## src/include/hub_cfg_pkg.sv

```systemverilog
/*
 hub_cfg_pkg: image layout, default values, register map and shared
 types of the hub configuration loader.
 Assumes only a SystemVerilog compiler; no other package is needed.
*/
package hub_cfg_pkg;
   // image format tags in byte 0
   localparam logic [7:0] TAG_ID_ONLY = 8'hD0;
   localparam logic [7:0] TAG_SHORT = 8'hD2;
   localparam logic [7:0] TAG_EXT = 8'hD4;
   localparam logic [7:0] TAG_BLANK = 8'hFF;

   // image byte offsets
   localparam int IMG_DEPTH = 24;
   localparam logic [4:0] OFF_VID_LO = 5'h01;
   localparam logic [4:0] OFF_VID_HI = 5'h02;
   localparam logic [4:0] OFF_PID_LO = 5'h03;
   localparam logic [4:0] OFF_PID_HI = 5'h04;
   localparam logic [4:0] OFF_DID = 5'h06;
   localparam logic [4:0] OFF_OC = 5'h07;
   localparam logic [4:0] OFF_S_PORTS = 5'h08;
   localparam logic [4:0] OFF_S_BUDGET = 5'h09;
   localparam logic [4:0] OFF_S_CTRL = 5'h0A;
   localparam logic [4:0] OFF_S_SETTLE = 5'h0B;
   localparam logic [4:0] OFF_S_FLAGS = 5'h0C;
   localparam logic [4:0] OFF_X_BUDGET_FS = 5'h08;
   localparam logic [4:0] OFF_X_BUDGET_HS = 5'h09;
   localparam logic [4:0] OFF_X_CTRL = 5'h0C;
   localparam logic [4:0] OFF_X_SETTLE = 5'h10;
   localparam logic [4:0] OFF_X_FLAGS = 5'h11;
   localparam logic [4:0] OFF_X_POL = 5'h12;
   localparam logic [4:0] OFF_X_WP = 5'h13;
   localparam logic [4:0] OFF_X_LANG = 5'h14;
   localparam logic [4:0] OFF_X_STR = 5'h15;
   localparam logic [4:0] OFF_X_USE = 5'h16;
   localparam logic [4:0] OFF_X_DET = 5'h17;

   // flag byte bit positions
   localparam int FLG_ACCEPT0 = 7;
   localparam int FLG_COMPOUND = 6;
   localparam int FLG_FS_ONLY = 5;
   localparam int FLG_NO_IND = 4;
   localparam int FLG_GANG = 2;
   // polarity byte bit positions
   localparam int POL_AMBER = 7;
   localparam int POL_GREEN = 6;
   localparam int POL_SELF = 5;
   localparam int POL_PULSE = 4;
   localparam int POL_PWR = 3;
   localparam int POL_OC = 2;
   localparam int POL_OC_OFF = 1;
   localparam int POL_OC_PP = 0;

   // values in force when the image gives none, then the fixed key, limit and descriptor type values
   localparam logic [7:0] DEF_OC = 8'h88;
   localparam logic [7:0] DEF_PORTS = 8'hFF;
   localparam logic [7:0] DEF_BUDGET_FS = 8'h28;
   localparam logic [7:0] DEF_BUDGET_HS = 8'h57;
   localparam logic [7:0] DEF_CTRL_FS = 8'h50;
   localparam logic [7:0] DEF_CTRL_HS = 8'hAE;
   localparam logic [7:0] DEF_SETTLE = 8'h32;
   localparam logic [7:0] DEF_FLAGS = 8'h80;
   localparam logic [7:0] DEF_POL = 8'h00;
   localparam logic [7:0] WP_KEY = 8'h42;
   localparam logic [7:0] LANG_MAX = 8'h1F;
   localparam logic [7:0] DESC_TYPE_HUB = 8'h29;
   localparam logic [7:0] DESC_TYPE_ZERO = 8'h00;

   // register byte addresses
   localparam logic [7:0] REG_STATUS = 8'h00;
   localparam logic [7:0] REG_DESC_REQ = 8'h04;
   localparam logic [7:0] REG_OC = 8'h08;
   localparam logic [7:0] REG_PORTS = 8'h0C;
   localparam logic [7:0] REG_POWER = 8'h10;
   localparam logic [7:0] REG_HUBCHAR = 8'h14;
   localparam logic [7:0] REG_POLARITY = 8'h18;
   localparam logic [7:0] REG_STRINGS = 8'h1C;
   localparam logic [7:0] REG_IDS = 8'h20;
   localparam logic [7:0] REG_DID = 8'h24;

   typedef enum logic [2:0] {
      S_TAG = 3'b001,
      S_BODY = 3'b010,
      S_DONE = 3'b100
   } load_state_t;

   typedef enum logic [3:0] {
      FMT_NONE = 4'b0001,
      FMT_ID = 4'b0010,
      FMT_SHORT = 4'b0100,
      FMT_EXT = 4'b1000
   } img_fmt_t;

   typedef struct packed {
      logic [7:0] oc;
      logic [3:0] usable;
      logic [3:0] detach;
      logic [2:0] count;
      logic [3:0] phys_rem;
      logic [7:0] rem_field;
      logic [7:0] budget;
      logic [7:0] ctrl;
      logic [7:0] settle;
      logic [7:0] flags;
      logic [7:0] pol;
      logic [7:0] hubchar;
      logic [7:0] lang;
      logic [7:0] strmap;
      logic str_en;
      logic wp;
      logic [15:0] vid;
      logic [15:0] pid;
      logic [7:0] did;
   } cfg_t;
endpackage

```

## src/rtl/hub_eeprom_config_loader.sv

```systemverilog
/*
 hub_eeprom_config_loader: reads the configuration image from the
 serial EEPROM byte reader after reset, decodes it into hub settings
 and descriptor fields, and exposes them over an AHB-Lite slave.
 Assumes a byte reader on hclk (req held until a one-cycle ack with
 data) and hs_link from logic on hclk; self_power_pin is a board pin.
*/
// Design decisions made here: the AHB-Lite register port and the register addresses.
`timescale 1ns/1ps

module hub_eeprom_config_loader
   import hub_cfg_pkg::*;
#(
   parameter logic [15:0] DEF_VID = 16'h0000, // arbitrary value
   parameter logic [15:0] DEF_PID = 16'h0000, // arbitrary value
   parameter logic [7:0] DEF_DID = 8'h00 // arbitrary value
) (
   input wire logic hclk,
   input wire logic hresetn,
   input wire logic hsel,
   input wire logic [31:0] haddr,
   input wire logic [1:0] htrans,
   input wire logic hwrite,
   input wire logic [2:0] hsize,
   input wire logic [31:0] hwdata,
   input wire logic hready,
   output logic [31:0] hrdata,
   output logic hreadyout,
   output logic hresp,
   output logic ee_req,
   output logic [7:0] ee_addr,
   input wire logic ee_ack,
   input wire logic [7:0] ee_data,
   input wire logic hs_link,
   input wire logic self_power_pin,
   output logic config_done,
   output logic vendor_class_mode,
   output logic hs_enable,
   output logic [3:0] active_port_oc_filter,
   output logic [3:0] idle_port_oc_filter,
   output logic [3:0] usable_port_mask,
   output logic [3:0] detachable_port_mask,
   output logic [2:0] port_count,
   output logic [3:0] phys_removable,
   output logic [7:0] device_removable_field,
   output logic [7:0] upstream_current_budget,
   output logic [7:0] controller_current_draw,
   output logic [7:0] port_power_settle_time,
   output logic [7:0] hub_characteristics,
   output logic accept_zero_desc_type,
   output logic compound_flag,
   output logic fs_only_flag,
   output logic indicator_disable,
   output logic shared_power_switching,
   output logic amber_led_polarity,
   output logic green_led_polarity,
   output logic led_pulse_enable,
   output logic power_switch_polarity,
   output logic oc_input_polarity,
   output logic oc_detect_disable,
   output logic oc_per_port_report,
   output logic [7:0] language_count,
   output logic [7:0] string_presence_bitmap,
   output logic string_enable,
   output logic ee_write_protect,
   output logic [15:0] vendor_id,
   output logic [15:0] product_id,
   output logic [7:0] device_id
);

   // logical index of physical port p: usable ports below it
   function automatic logic [1:0] logical_index(input logic [3:0] m,
                                                input int p);
      logic [1:0] n;
      n = 2'b00;
      for (int i = 0; i < 4; i++) begin
         if (i < p && m[i]) begin
            n = n + 2'b01;
         end
      end
      return n;
   endfunction

   load_state_t state;
   img_fmt_t fmt;
   logic [7:0] img [IMG_DEPTH];
   logic [4:0] idx;
   logic [4:0] last;
   logic [7:0] tag;
   logic sp_meta;
   logic sp_sync;
   cfg_t cfg;
   cfg_t next_cfg;
   logic ap_write;
   logic [7:0] ap_addr;
   logic [7:0] desc_req;

   // loader: byte 0 first, then the body its tag calls for
   assign ee_req = (state != S_DONE);
   assign ee_addr = {3'b000, idx};
   wire tag_ack = (state == S_TAG) && ee_ack;
   wire body_ack = (state == S_BODY) && ee_ack;

   always_ff @(posedge hclk or negedge hresetn) begin
      if (!hresetn) begin
         state <= S_TAG;
         fmt <= FMT_NONE;
         idx <= 5'h00;
         last <= 5'h00;
         tag <= 8'h00;
         vendor_class_mode <= 1'b0;
      end else begin
         unique case (state)
            S_TAG: begin
               if (ee_ack) begin
                  tag <= ee_data;
                  idx <= OFF_VID_LO;
                  state <= S_BODY;
                  unique case (ee_data)
                     TAG_SHORT: begin
                        fmt <= FMT_SHORT;
                        last <= OFF_S_FLAGS;
                     end
                     TAG_EXT: begin
                        fmt <= FMT_EXT;
                        last <= OFF_X_DET;
                     end
                     TAG_ID_ONLY: begin
                        fmt <= FMT_ID;
                        last <= OFF_DID;
                     end
                     TAG_BLANK: begin
                        vendor_class_mode <= 1'b1;
                        state <= S_DONE;
                     end
                     default: begin
                        state <= S_DONE;
                     end
                  endcase
               end
            end
            S_BODY: begin
               if (ee_ack) begin
                  if (idx == last) begin
                     state <= S_DONE;
                  end else begin
                     idx <= idx + 5'h01;
                  end
               end
            end
            // no reload: a new image only counts after the next hresetn reset
            S_DONE: begin
               state <= S_DONE;
            end
            default: begin
               state <= S_DONE;
            end
         endcase
      end
   end

   // image store; contents are read only once the format is known
   always_ff @(posedge hclk) begin
      if (tag_ack || body_ack) begin
         img[idx] <= ee_data;
      end
   end

   // strap style pin, synchronised before use
   always_ff @(posedge hclk or negedge hresetn) begin
      if (!hresetn) begin
         sp_meta <= 1'b0;
         sp_sync <= 1'b0;
      end else begin
         sp_meta <= self_power_pin;
         sp_sync <= sp_meta;
      end
   end

   wire is_short = (fmt == FMT_SHORT);
   wire is_ext = (fmt == FMT_EXT);
   wire is_full = is_short || is_ext;
   wire has_ids = (fmt != FMT_NONE);
   wire [7:0] img_oc = img[OFF_OC];
   wire [7:0] img_settle_x = img[OFF_X_SETTLE];
   wire [7:0] img_budget_hs = img[OFF_X_BUDGET_HS];

   wire [7:0] oc_byte = is_full ? img_oc : DEF_OC;
   wire [7:0] ports_byte = is_short ? img[OFF_S_PORTS] :
      is_ext ? {img[OFF_X_USE][3:0], img[OFF_X_DET][3:0]} :
      DEF_PORTS;
   wire [7:0] flags_byte = is_short ? img[OFF_S_FLAGS] :
      is_ext ? img[OFF_X_FLAGS] : DEF_FLAGS;
   wire [7:0] pol_byte = is_ext ? img[OFF_X_POL] : DEF_POL;
   wire eff_hs = hs_link && !flags_byte[FLG_FS_ONLY];
   wire self_eff = sp_sync && pol_byte[POL_SELF];
   // byte 12 + {self, hs}: FS bus, HS bus, FS self, HS self
   wire [4:0] ctrl_idx = OFF_X_CTRL + {3'b000, self_eff, eff_hs};

   wire [7:0] budget = is_short ? img[OFF_S_BUDGET] :
      is_ext ? (eff_hs ? img_budget_hs : img[OFF_X_BUDGET_FS]) :
      (eff_hs ? DEF_BUDGET_HS : DEF_BUDGET_FS);
   wire [7:0] ctrl = is_short ? img[OFF_S_CTRL] :
      is_ext ? img[ctrl_idx] : (eff_hs ? DEF_CTRL_HS : DEF_CTRL_FS);
   wire [7:0] settle = is_short ? img[OFF_S_SETTLE] :
      is_ext ? img_settle_x : DEF_SETTLE;

   wire [3:0] usable = ports_byte[7:4];
   wire [3:0] detach = ports_byte[3:0];
   wire [2:0] count = 3'($countones(usable));
   wire [3:0] cnt_mask = 4'((5'h01 << count) - 5'h01);
   wire [3:0] phys_rem;
   genvar gp;
   generate
      for (gp = 0; gp < 4; gp++) begin : g_port
         assign phys_rem[gp] = usable[gp] &&
            detach[logical_index(usable, gp)];
      end
   endgenerate
   // descriptor bit n set means logical port n is fixed
   wire [7:0] rem_field = {3'b000, ~detach & cnt_mask, 1'b0};

   wire gang = flags_byte[FLG_GANG];
   wire oc_off = is_ext && pol_byte[POL_OC_OFF];
   wire oc_pp = is_ext ? (pol_byte[POL_OC_PP] && !oc_off) : !gang;
   wire [7:0] hubchar = {!flags_byte[FLG_NO_IND], 2'b00,
      oc_off, oc_pp, flags_byte[FLG_COMPOUND],
      1'b0, !gang};

   wire [7:0] lang = is_ext ? img[OFF_X_LANG] : 8'h00;

   always_comb begin
      next_cfg.oc = oc_byte;
      next_cfg.usable = usable;
      next_cfg.detach = detach;
      next_cfg.count = count;
      next_cfg.phys_rem = phys_rem;
      next_cfg.rem_field = rem_field;
      next_cfg.budget = budget;
      next_cfg.ctrl = ctrl;
      next_cfg.settle = settle;
      next_cfg.flags = flags_byte;
      next_cfg.pol = pol_byte;
      next_cfg.hubchar = hubchar;
      next_cfg.lang = lang;
      next_cfg.strmap = is_ext ? img[OFF_X_STR] : 8'h00;
      next_cfg.str_en = (lang != 8'h00) && (lang <= LANG_MAX);
      next_cfg.wp = is_ext && (img[OFF_X_WP] == WP_KEY);
      next_cfg.vid = has_ids ? {img[OFF_VID_HI], img[OFF_VID_LO]} : DEF_VID;
      next_cfg.pid = has_ids ? {img[OFF_PID_HI], img[OFF_PID_LO]} : DEF_PID;
      next_cfg.did = has_ids ? img[OFF_DID] : DEF_DID;
   end

   // outputs are registered every cycle, also while the load runs; config_done marks its end
   always_ff @(posedge hclk or negedge hresetn) begin
      if (!hresetn) begin
         cfg <= '0;
         config_done <= 1'b0;
      end else begin
         cfg <= next_cfg;
         config_done <= (state == S_DONE);
      end
   end

   assign active_port_oc_filter = cfg.oc[7:4];
   assign idle_port_oc_filter = cfg.oc[3:0];
   assign usable_port_mask = cfg.usable;
   assign detachable_port_mask = cfg.detach;
   assign port_count = cfg.count;
   assign phys_removable = cfg.phys_rem;
   assign device_removable_field = cfg.rem_field;
   assign upstream_current_budget = cfg.budget;
   assign controller_current_draw = cfg.ctrl;
   assign port_power_settle_time = cfg.settle;
   assign hub_characteristics = cfg.hubchar;
   assign accept_zero_desc_type = cfg.flags[FLG_ACCEPT0];
   assign compound_flag = cfg.flags[FLG_COMPOUND];
   assign fs_only_flag = cfg.flags[FLG_FS_ONLY];
   assign hs_enable = !cfg.flags[FLG_FS_ONLY];
   assign indicator_disable = cfg.flags[FLG_NO_IND];
   assign shared_power_switching = cfg.flags[FLG_GANG];
   assign amber_led_polarity = cfg.pol[POL_AMBER];
   assign green_led_polarity = cfg.pol[POL_GREEN];
   assign led_pulse_enable = cfg.pol[POL_PULSE];
   assign power_switch_polarity = cfg.pol[POL_PWR];
   assign oc_input_polarity = cfg.pol[POL_OC];
   assign oc_detect_disable = cfg.hubchar[4];
   assign oc_per_port_report = cfg.hubchar[3];
   assign language_count = cfg.lang;
   assign string_presence_bitmap = cfg.strmap;
   assign string_enable = cfg.str_en;
   assign ee_write_protect = cfg.wp;
   assign vendor_id = cfg.vid;
   assign product_id = cfg.pid;
   assign device_id = cfg.did;

   // descriptor type check steered by software through the bus
   wire desc_stall = (desc_req != DESC_TYPE_HUB) &&
      !((desc_req == DESC_TYPE_ZERO) && accept_zero_desc_type);

   // AHB-Lite slave, zero wait states, word access only
   wire take = hsel && hready && htrans[1] && (hsize == 3'b010);
   wire mapped = (haddr[31:8] == 24'h00_0000);
   wire [7:0] ra = haddr[7:0];
   wire [31:0] rd_word = !mapped ? 32'h0000_0000 :
      (ra == REG_STATUS) ? {16'h0000, tag, 3'b000, desc_stall, is_ext,
         is_short, vendor_class_mode, config_done} :
      (ra == REG_DESC_REQ) ? {24'h00_0000, desc_req} :
      (ra == REG_OC) ? {24'h00_0000, cfg.oc} :
      (ra == REG_PORTS) ? {16'h0000, cfg.phys_rem, 1'b0, cfg.count,
         cfg.detach, cfg.usable} :
      (ra == REG_POWER) ? {8'h00, cfg.settle, cfg.ctrl, cfg.budget} :
      (ra == REG_HUBCHAR) ? {16'h0000, cfg.flags, cfg.hubchar} :
      (ra == REG_POLARITY) ? {24'h00_0000, cfg.pol} :
      (ra == REG_STRINGS) ? {14'h0000, cfg.wp, cfg.str_en, cfg.strmap,
         cfg.lang} :
      (ra == REG_IDS) ? {cfg.pid, cfg.vid} :
      (ra == REG_DID) ? {24'h00_0000, cfg.did} : 32'h0000_0000;

   assign hreadyout = 1'b1;
   assign hresp = 1'b0;

   always_ff @(posedge hclk or negedge hresetn) begin
      if (!hresetn) begin
         ap_write <= 1'b0;
         ap_addr <= 8'h00;
         hrdata <= 32'h0000_0000;
         desc_req <= DESC_TYPE_HUB;
      end else begin
         ap_write <= take && hwrite && mapped;
         ap_addr <= ra;
         if (take && !hwrite) begin
            hrdata <= rd_word;
         end
         if (ap_write && (ap_addr == REG_DESC_REQ)) begin
            desc_req <= hwdata[7:0];
         end
      end
   end

   // checks
   wire loaded = config_done && is_full;
endmodule

```

## config.mk

```make
export PLATFORM = sky130hd
export DESIGN_NAME = hub_eeprom_config_loader
export DESIGN_NICKNAME = d
export VERILOG_FILES = /design/src/include/hub_cfg_pkg.sv /design/src/rtl/hub_eeprom_config_loader.sv
export SDC_FILE = /design/constraint.sdc
export NUM_CORES = 1
export LEC_CHECK = 0
export ABC_AREA = 1
export BUFFER_PORTS_ARGS = -buffer_cell sky130_fd_sc_hd__buf_4
export CAP_MARGIN = 10
export CORE_MARGIN = 2
export CORE_UTILIZATION = 55
export CTS_CLUSTER_DIAMETER = 100
export DETAILED_ROUTE_END_ITERATION = 6
export PLACE_DENSITY_LB_ADDON = 0.15
export SLEW_MARGIN = 10
export SYNTH_ARGS = -nofsm -noshare
export SYNTH_HDL_FRONTEND = slang
export SYNTH_SLANG_ARGS = --single-unit
```

## constraint.sdc

```tcl
create_clock -name hclk -period 4 [get_ports hclk]
set_input_delay 0.4 -clock hclk [delete_from_list [all_inputs] [get_ports hclk]]
set_output_delay 0.4 -clock hclk [all_outputs]
set_load 0.01 [all_outputs]
```

### Word level (Yosys, flattened, before mapping)

Memory sizes are Yosys's and may differ from the RTL's.
Index checks and enable logic that the tools add are counted.

* equality and inequality tests: 29
* order comparisons: 4
* add/subtract/negate cells: 8
* bitwise logic cells: 2
* muxes and demuxes: 54
* reductions and logical operators: 42
* shift-type cells: 1

Operators with widths (count)
* $mux 32: 10
* $mux 8: 18
* $eq 8x5->1 const B: 4
* $eq 8x8->1 const B: 4
* $mux 16: 2
* $logic_not 24->1: 1
* $logic_and 1x1->1: 21
* $eq 8x3->1 const B: 2
* $eq 8x4->1 const B: 2
* $eq 8x6->1 const B: 2
* $logic_not 8->1: 2
* $mux 5: 3
* $pmux 5 s3: 1
* $mux 3: 4
* $pmux 4 s3: 1
* $pmux 5 s2: 1
* $lt 2x3->1 const B: 3
* $reduce_and 3->1: 3
* $eq 8x7->1 const B: 1
* $le 8x5->1 const B: 1
* $ne 8x6->1 const B: 1
* $reduce_bool 8->1: 1
* $logic_not 1->1: 7
* $mux 1: 7
* 29 further kinds: 38

* input bits: 85
* logic and storage cells: 173
* bits in registers: 208
* output and inout port bits: 179
* memory bits (writable): 192
* memories kept: 1

Memories
* img: depth 24, bits a word 8, rd ports 20, clocked after memory_dff 0, wr ports 1, RTL line hub_eeprom_config_loader.sv:86 `logic [7:0] img [IMG_DEPTH];`

### Longest topological paths before layout

* depth in word-level cells: 12
* depth in mapped cells: 14
* mapped depth without buffers: 13

### Worst setup path before layout

Ideal clock, no wire load.

* path type: reg-to-reg
* from: register fmt[1]
* to: register cfg (netlist bit device_removable_field[3])
* clock period less this slack: 2521 ps
* setup slack: 1479 ps
* arrival: 2458 ps
* stages on the path, launching flop included: 14
* library setup time: 64 ps
* path buffers: 1
* required time: 3936 ps
* cells stage by stage: dfrtp_1 nor2_4 nand3_2 buf_6 o22ai_1 fa_1 inv_1 ha_1 inv_1 ha_1 nand2_1 xor2_1 nand2_1 inv_1

RTL lines
* start: declaration: RTL line hub_eeprom_config_loader.sv:85 `img_fmt_t fmt;`
* start signal: assignment: RTL line hub_eeprom_config_loader.sv:107 `fmt <= FMT_NONE;`
* start signal: assignment: RTL line hub_eeprom_config_loader.sv:121 `fmt <= FMT_SHORT;`
* start signal: assignment: RTL line hub_eeprom_config_loader.sv:125 `fmt <= FMT_EXT;`
* end signal: assignment: RTL line hub_eeprom_config_loader.sv:260 `cfg <= next_cfg;`
* end: declaration: RTL line hub_eeprom_config_loader.sv:92 `cfg_t cfg;`

==> metrics.log <==
[metrics] worst supply voltage drop on vdd: 0.270 mV
[metrics] number of different library cells in the post-synthesis netlist: 46
[metrics] fraction of final layout cells with drive strength greater than 1: 0.214
[metrics] startpoint of the worst register-to-register path: fmt[1]
[metrics] final number of hold-violating endpoints: 0
[metrics] internal power contribution: 6.15 mW
[metrics] post-placement worst setup slack: 1.11 ns
[metrics] HPWL reported at the end of detailed placement: 26700 microns
[metrics] initial standard-cell utilization of the core: 0.559
[metrics] Yosys warnings: 0
[metrics] clock network latency to the later pin of the worst-skew pair: 0.52 ns
[metrics] average instance area after synthesis: 10.8 sq um
[metrics] number of H-tree levels: 2
[metrics] total power divided by cell area: 430 nW/um^2
[metrics] Tcrit/Tclk final: 0.727
[metrics] final worst path period need: 2.91 ns
[metrics] synthesized flop and latch total: 371
[metrics] switching power share of the total: 0.203
[metrics] global placement routability congestion: 0.894
[metrics] total negative setup slack: 0 ns
[metrics] sequential-to-total area share from yosys stat: 0.653
[metrics] worst max-slew margin expressed relative to the limit: 0.242
[metrics] Post-CTS Hold Buffers: 7
[metrics] Lkg Pwr: 8.29 nW
[metrics] critical path capture point type: flop
[metrics] unrepaired setup endpoints after global routing: false
[metrics] Register Area: 10100 sq um
[metrics] Gate Count Post-Synth: 1437
[metrics] # fillers: 2162
[metrics] # nets final: 1669
[metrics] post-synth design cell area: 15500 sq um
[metrics] post-detailed-routing wire length: 39100 microns
[metrics] antenna viol nets, final: 0
[metrics] total via count in the routed design: 10300
[metrics] cts bufs inserted: 38
[metrics] DRC violation count after routing: 0
[metrics] area used by multi-input combinational logic: 3600 sq um
[metrics] CTS resizes: 0
[metrics] setup skew after layout: 0.0210 ns
[metrics] die extent in x: 172 microns
[metrics] Clock Tree Buf Depth: 3
[metrics] area of the placeable core: 27800 sq um
[metrics] data arrival time of the critical path: 3.36 ns
[metrics] register clock-pin slew on the reported worst setup and hold paths: 0.06 ns
[metrics] post-route setup slack: 1.09 ns
[metrics] outcome: complete, no violations
[metrics] number of ports placed on the die boundary: 264
[metrics] fraction of power consumed by the clock network: 0.445
[metrics] startpoint of the most critical setup path: fmt[1]
[metrics] fraction of registers with async set/reset: 0.547
[metrics] predominant post-synthesis flop cell: sky130_fd_sc_hd__dfrtp_1
[metrics] library cell used as clock root buffer: sky130_fd_sc_hd__clkbuf_16
[metrics] setup fix buffers added after clock tree synthesis: 0
[metrics] highest clock rate: 344 MHz
[metrics] initial drt markers: 843
[metrics] largest net degree at the start of global routing: 112
[metrics] Hold WC Path Type: primary input to asynchronous set/reset pin
[metrics] site row count: 61
[metrics] switching power of the nets: 1.57 mW
[metrics] antenna violations before repair: 0
[metrics] launching element type of the critical path: flop
[metrics] detailed-routing iteration count for the pre-antenna-repair pass: 6
[metrics] Sinks on Clock Net: 371
[metrics] slew at the pin closest to its max-slew limit: 1.14 ns
[metrics] setup-violating endpoint count in the final report: 0
[metrics] critical-path maximum fanout: 24
[metrics] number of enable flip-flop cells after synthesis: 168
[metrics] GRT Total Usage: 0.266
[metrics] TritonCTS clock tree: done
[metrics] number of buffers added on ports: 226
[metrics] data required time at the worst endpoint: 4.45 ns
[metrics] fraction of the core area covered by cells at the end of the flow: 0.647
[metrics] Via density: 5.19
[metrics] register share of total power: 0.523
[metrics] max-slew violation count: 0
[metrics] wire length of the first global-routing pass: 57400 microns
[metrics] number of inserted diodes: 0
[metrics] DIE AREA: 29600 sq um
[metrics] GRT overflow: 0
[metrics] max-capacitance violation count: 0
[metrics] Die Y-Extent: 172 microns
[metrics] WL per Instance: 19.8 microns
[metrics] Comb power frac: 0.032
[metrics] signed area change from the synthesized netlist to the final layout: 15.8%
[metrics] number of global-route vias before repair: 9885
[metrics] critical path class: flop to flop
synth_stat cells, drive strengths merged (14+ instances only):
| cell type | count | area [sq um] |
|---|---|---|
| buf | 146 | 1090 |
| a21oi | 35 | 175 |
| nand2 | 279 | 1070 |
| nor2 | 161 | 654 |
| o21ai | 52 | 260 |
| nand3 | 74 | 413 |
| o22ai | 19 | 125 |
| inv | 184 | 696 |
| dfrtp | 198 | 4950 |
| edfxtp | 168 | 5040 |
| a22o | 14 | 123 |
cells in the final DEF (no fill, tap or decap), types with 8 or more instances in the layout:
| cell | n |
|---|---|
| sky130_fd_sc_hd__ha_1 | 11 |
| sky130_fd_sc_hd__nor2_1 | 151 |
| sky130_fd_sc_hd__dfrtp_1 | 198 |
| sky130_fd_sc_hd__o21ai_1 | 23 |
| sky130_fd_sc_hd__a21oi_1 | 35 |
| sky130_fd_sc_hd__edfxtp_1 | 168 |
| sky130_fd_sc_hd__mux2_2 | 8 |
| sky130_fd_sc_hd__nand2_1 | 270 |
| sky130_fd_sc_hd__buf_4 | 235 |
| sky130_fd_sc_hd__inv_1 | 175 |
| sky130_fd_sc_hd__a22o_1 | 14 |
| sky130_fd_sc_hd__clkbuf_1 | 13 |
| sky130_fd_sc_hd__o211ai_1 | 8 |
| sky130_fd_sc_hd__conb_1 | 12 |
| sky130_fd_sc_hd__nand2_2 | 8 |
| sky130_fd_sc_hd__nand3_1 | 70 |
| sky130_fd_sc_hd__nand4_1 | 11 |
| sky130_fd_sc_hd__clkbuf_16 | 41 |
| sky130_fd_sc_hd__o21ai_0 | 29 |
| sky130_fd_sc_hd__nor3_1 | 10 |
| sky130_fd_sc_hd__o22ai_1 | 18 |
critical path, stage by stage, from the launching register on:
cell                      delay, ns
sky130_fd_sc_hd__dfrtp_1       0.43
sky130_fd_sc_hd__nor2_4        0.14
sky130_fd_sc_hd__nand3_4       0.31
sky130_fd_sc_hd__o22ai_1       0.43
sky130_fd_sc_hd__fa_1          0.49
sky130_fd_sc_hd__inv_1         0.07
sky130_fd_sc_hd__ha_1          0.21
sky130_fd_sc_hd__inv_1         0.08
sky130_fd_sc_hd__ha_1          0.32
sky130_fd_sc_hd__nand2_1       0.09
sky130_fd_sc_hd__xor2_1        0.15
sky130_fd_sc_hd__nand2_1       0.06
sky130_fd_sc_hd__inv_1         0.07
cells by family (layout without fill, tap and decap cells):
family | after synthesis | after routing | synth area share
compound gates | 140 | 140 | 0.0546
xor+xnor | 7 | 7 | 0.00395
fa+ha+maj | 12 | 12 | 0.0102
buf+inv | 343 | 497 | 0.118
flops | 371 | 371 | 0.653
mux | 8 | 8 | 0.00581
other cells | 2 | 12 | 0.000484
simple gates | 554 | 554 | 0.154
power groups by stage:
| stage | clock network [mW] | logic (mW) | registers, mW |
|---|---|---|---|
| floorplan | 0 | 0.0977 | 4.10 |
| global placement | 0 | 0.242 | 4.11 |
| detailed placement | 0 | 0.245 | 4.11 |
| CTS | 3.47 | 0.252 | 4.03 |
| global route | 3.63 | 0.276 | 4.04 |
| finish | 3.43 | 0.250 | 4.04 |
per-layer routing:
metal / vias to the layer above / routed length [microns] / global-route usage
met5: - / 0 / 0
met4: 0 / 1260 / 0.0932
met1: 4959 / 16000 / 0.355
li1: 4800 / - / -
met3: 76 / 3070 / 0.0478
met2: 435 / 18700 / 0.442
state kept, by name, indices dropped and copies added (netlist names), 8 cells and up:
register / cells
desc_req: 8
string_presence_bitmap: 8
ap_addr: 8
upstream_current_budget: 8
img: 168
vendor_id: 16
port_power_settle_time: 8
device_id: 8
language_count: 8
hrdata: 32
tag: 8
controller_current_draw: 8
product_id: 16
through the flow:
step                      hold WS (ns)  cells  cell area (sq um)  total power, mW
final                           0.0121   1979              18000             7.72
after global routing           0.00993   1979              18000             7.94
after CTS                      0.00291   1979              18000             7.76
after detailed placement         0.346   1903              16700             4.35
after global placement           0.336   1903              16700             4.35
after floorplan                  0.104   1447              15600             4.20
final timing paths:
check | end | slack, ns | cells past startpoint
setup reg to reg | device_removable_field[3] | 1.09 | 12
hold reg to reg | sp_sync | 0.36 | 0
min in group hclk | ap_addr[2] | 0.01 | 1
hold / removal | port_power_settle_time[2] | 0.01 | 1
setup / recovery | device_removable_field[3] | 1.09 | 12
max in group asynchronous | desc_req[0] | 3.02 | 2
cell type report:
cell class / instances / share of cell area
clock inverter: 12 / 0.00578
tap: 378 / 0.0263
timing repair buffer: 243 / 0.103
inverter: 185 / 0.0389
sequential: 371 / 0.564
clock buffer: 57 / 0.0621
multi-input combinational: 733 / 0.200
Power figures use the tool's default switching activity.
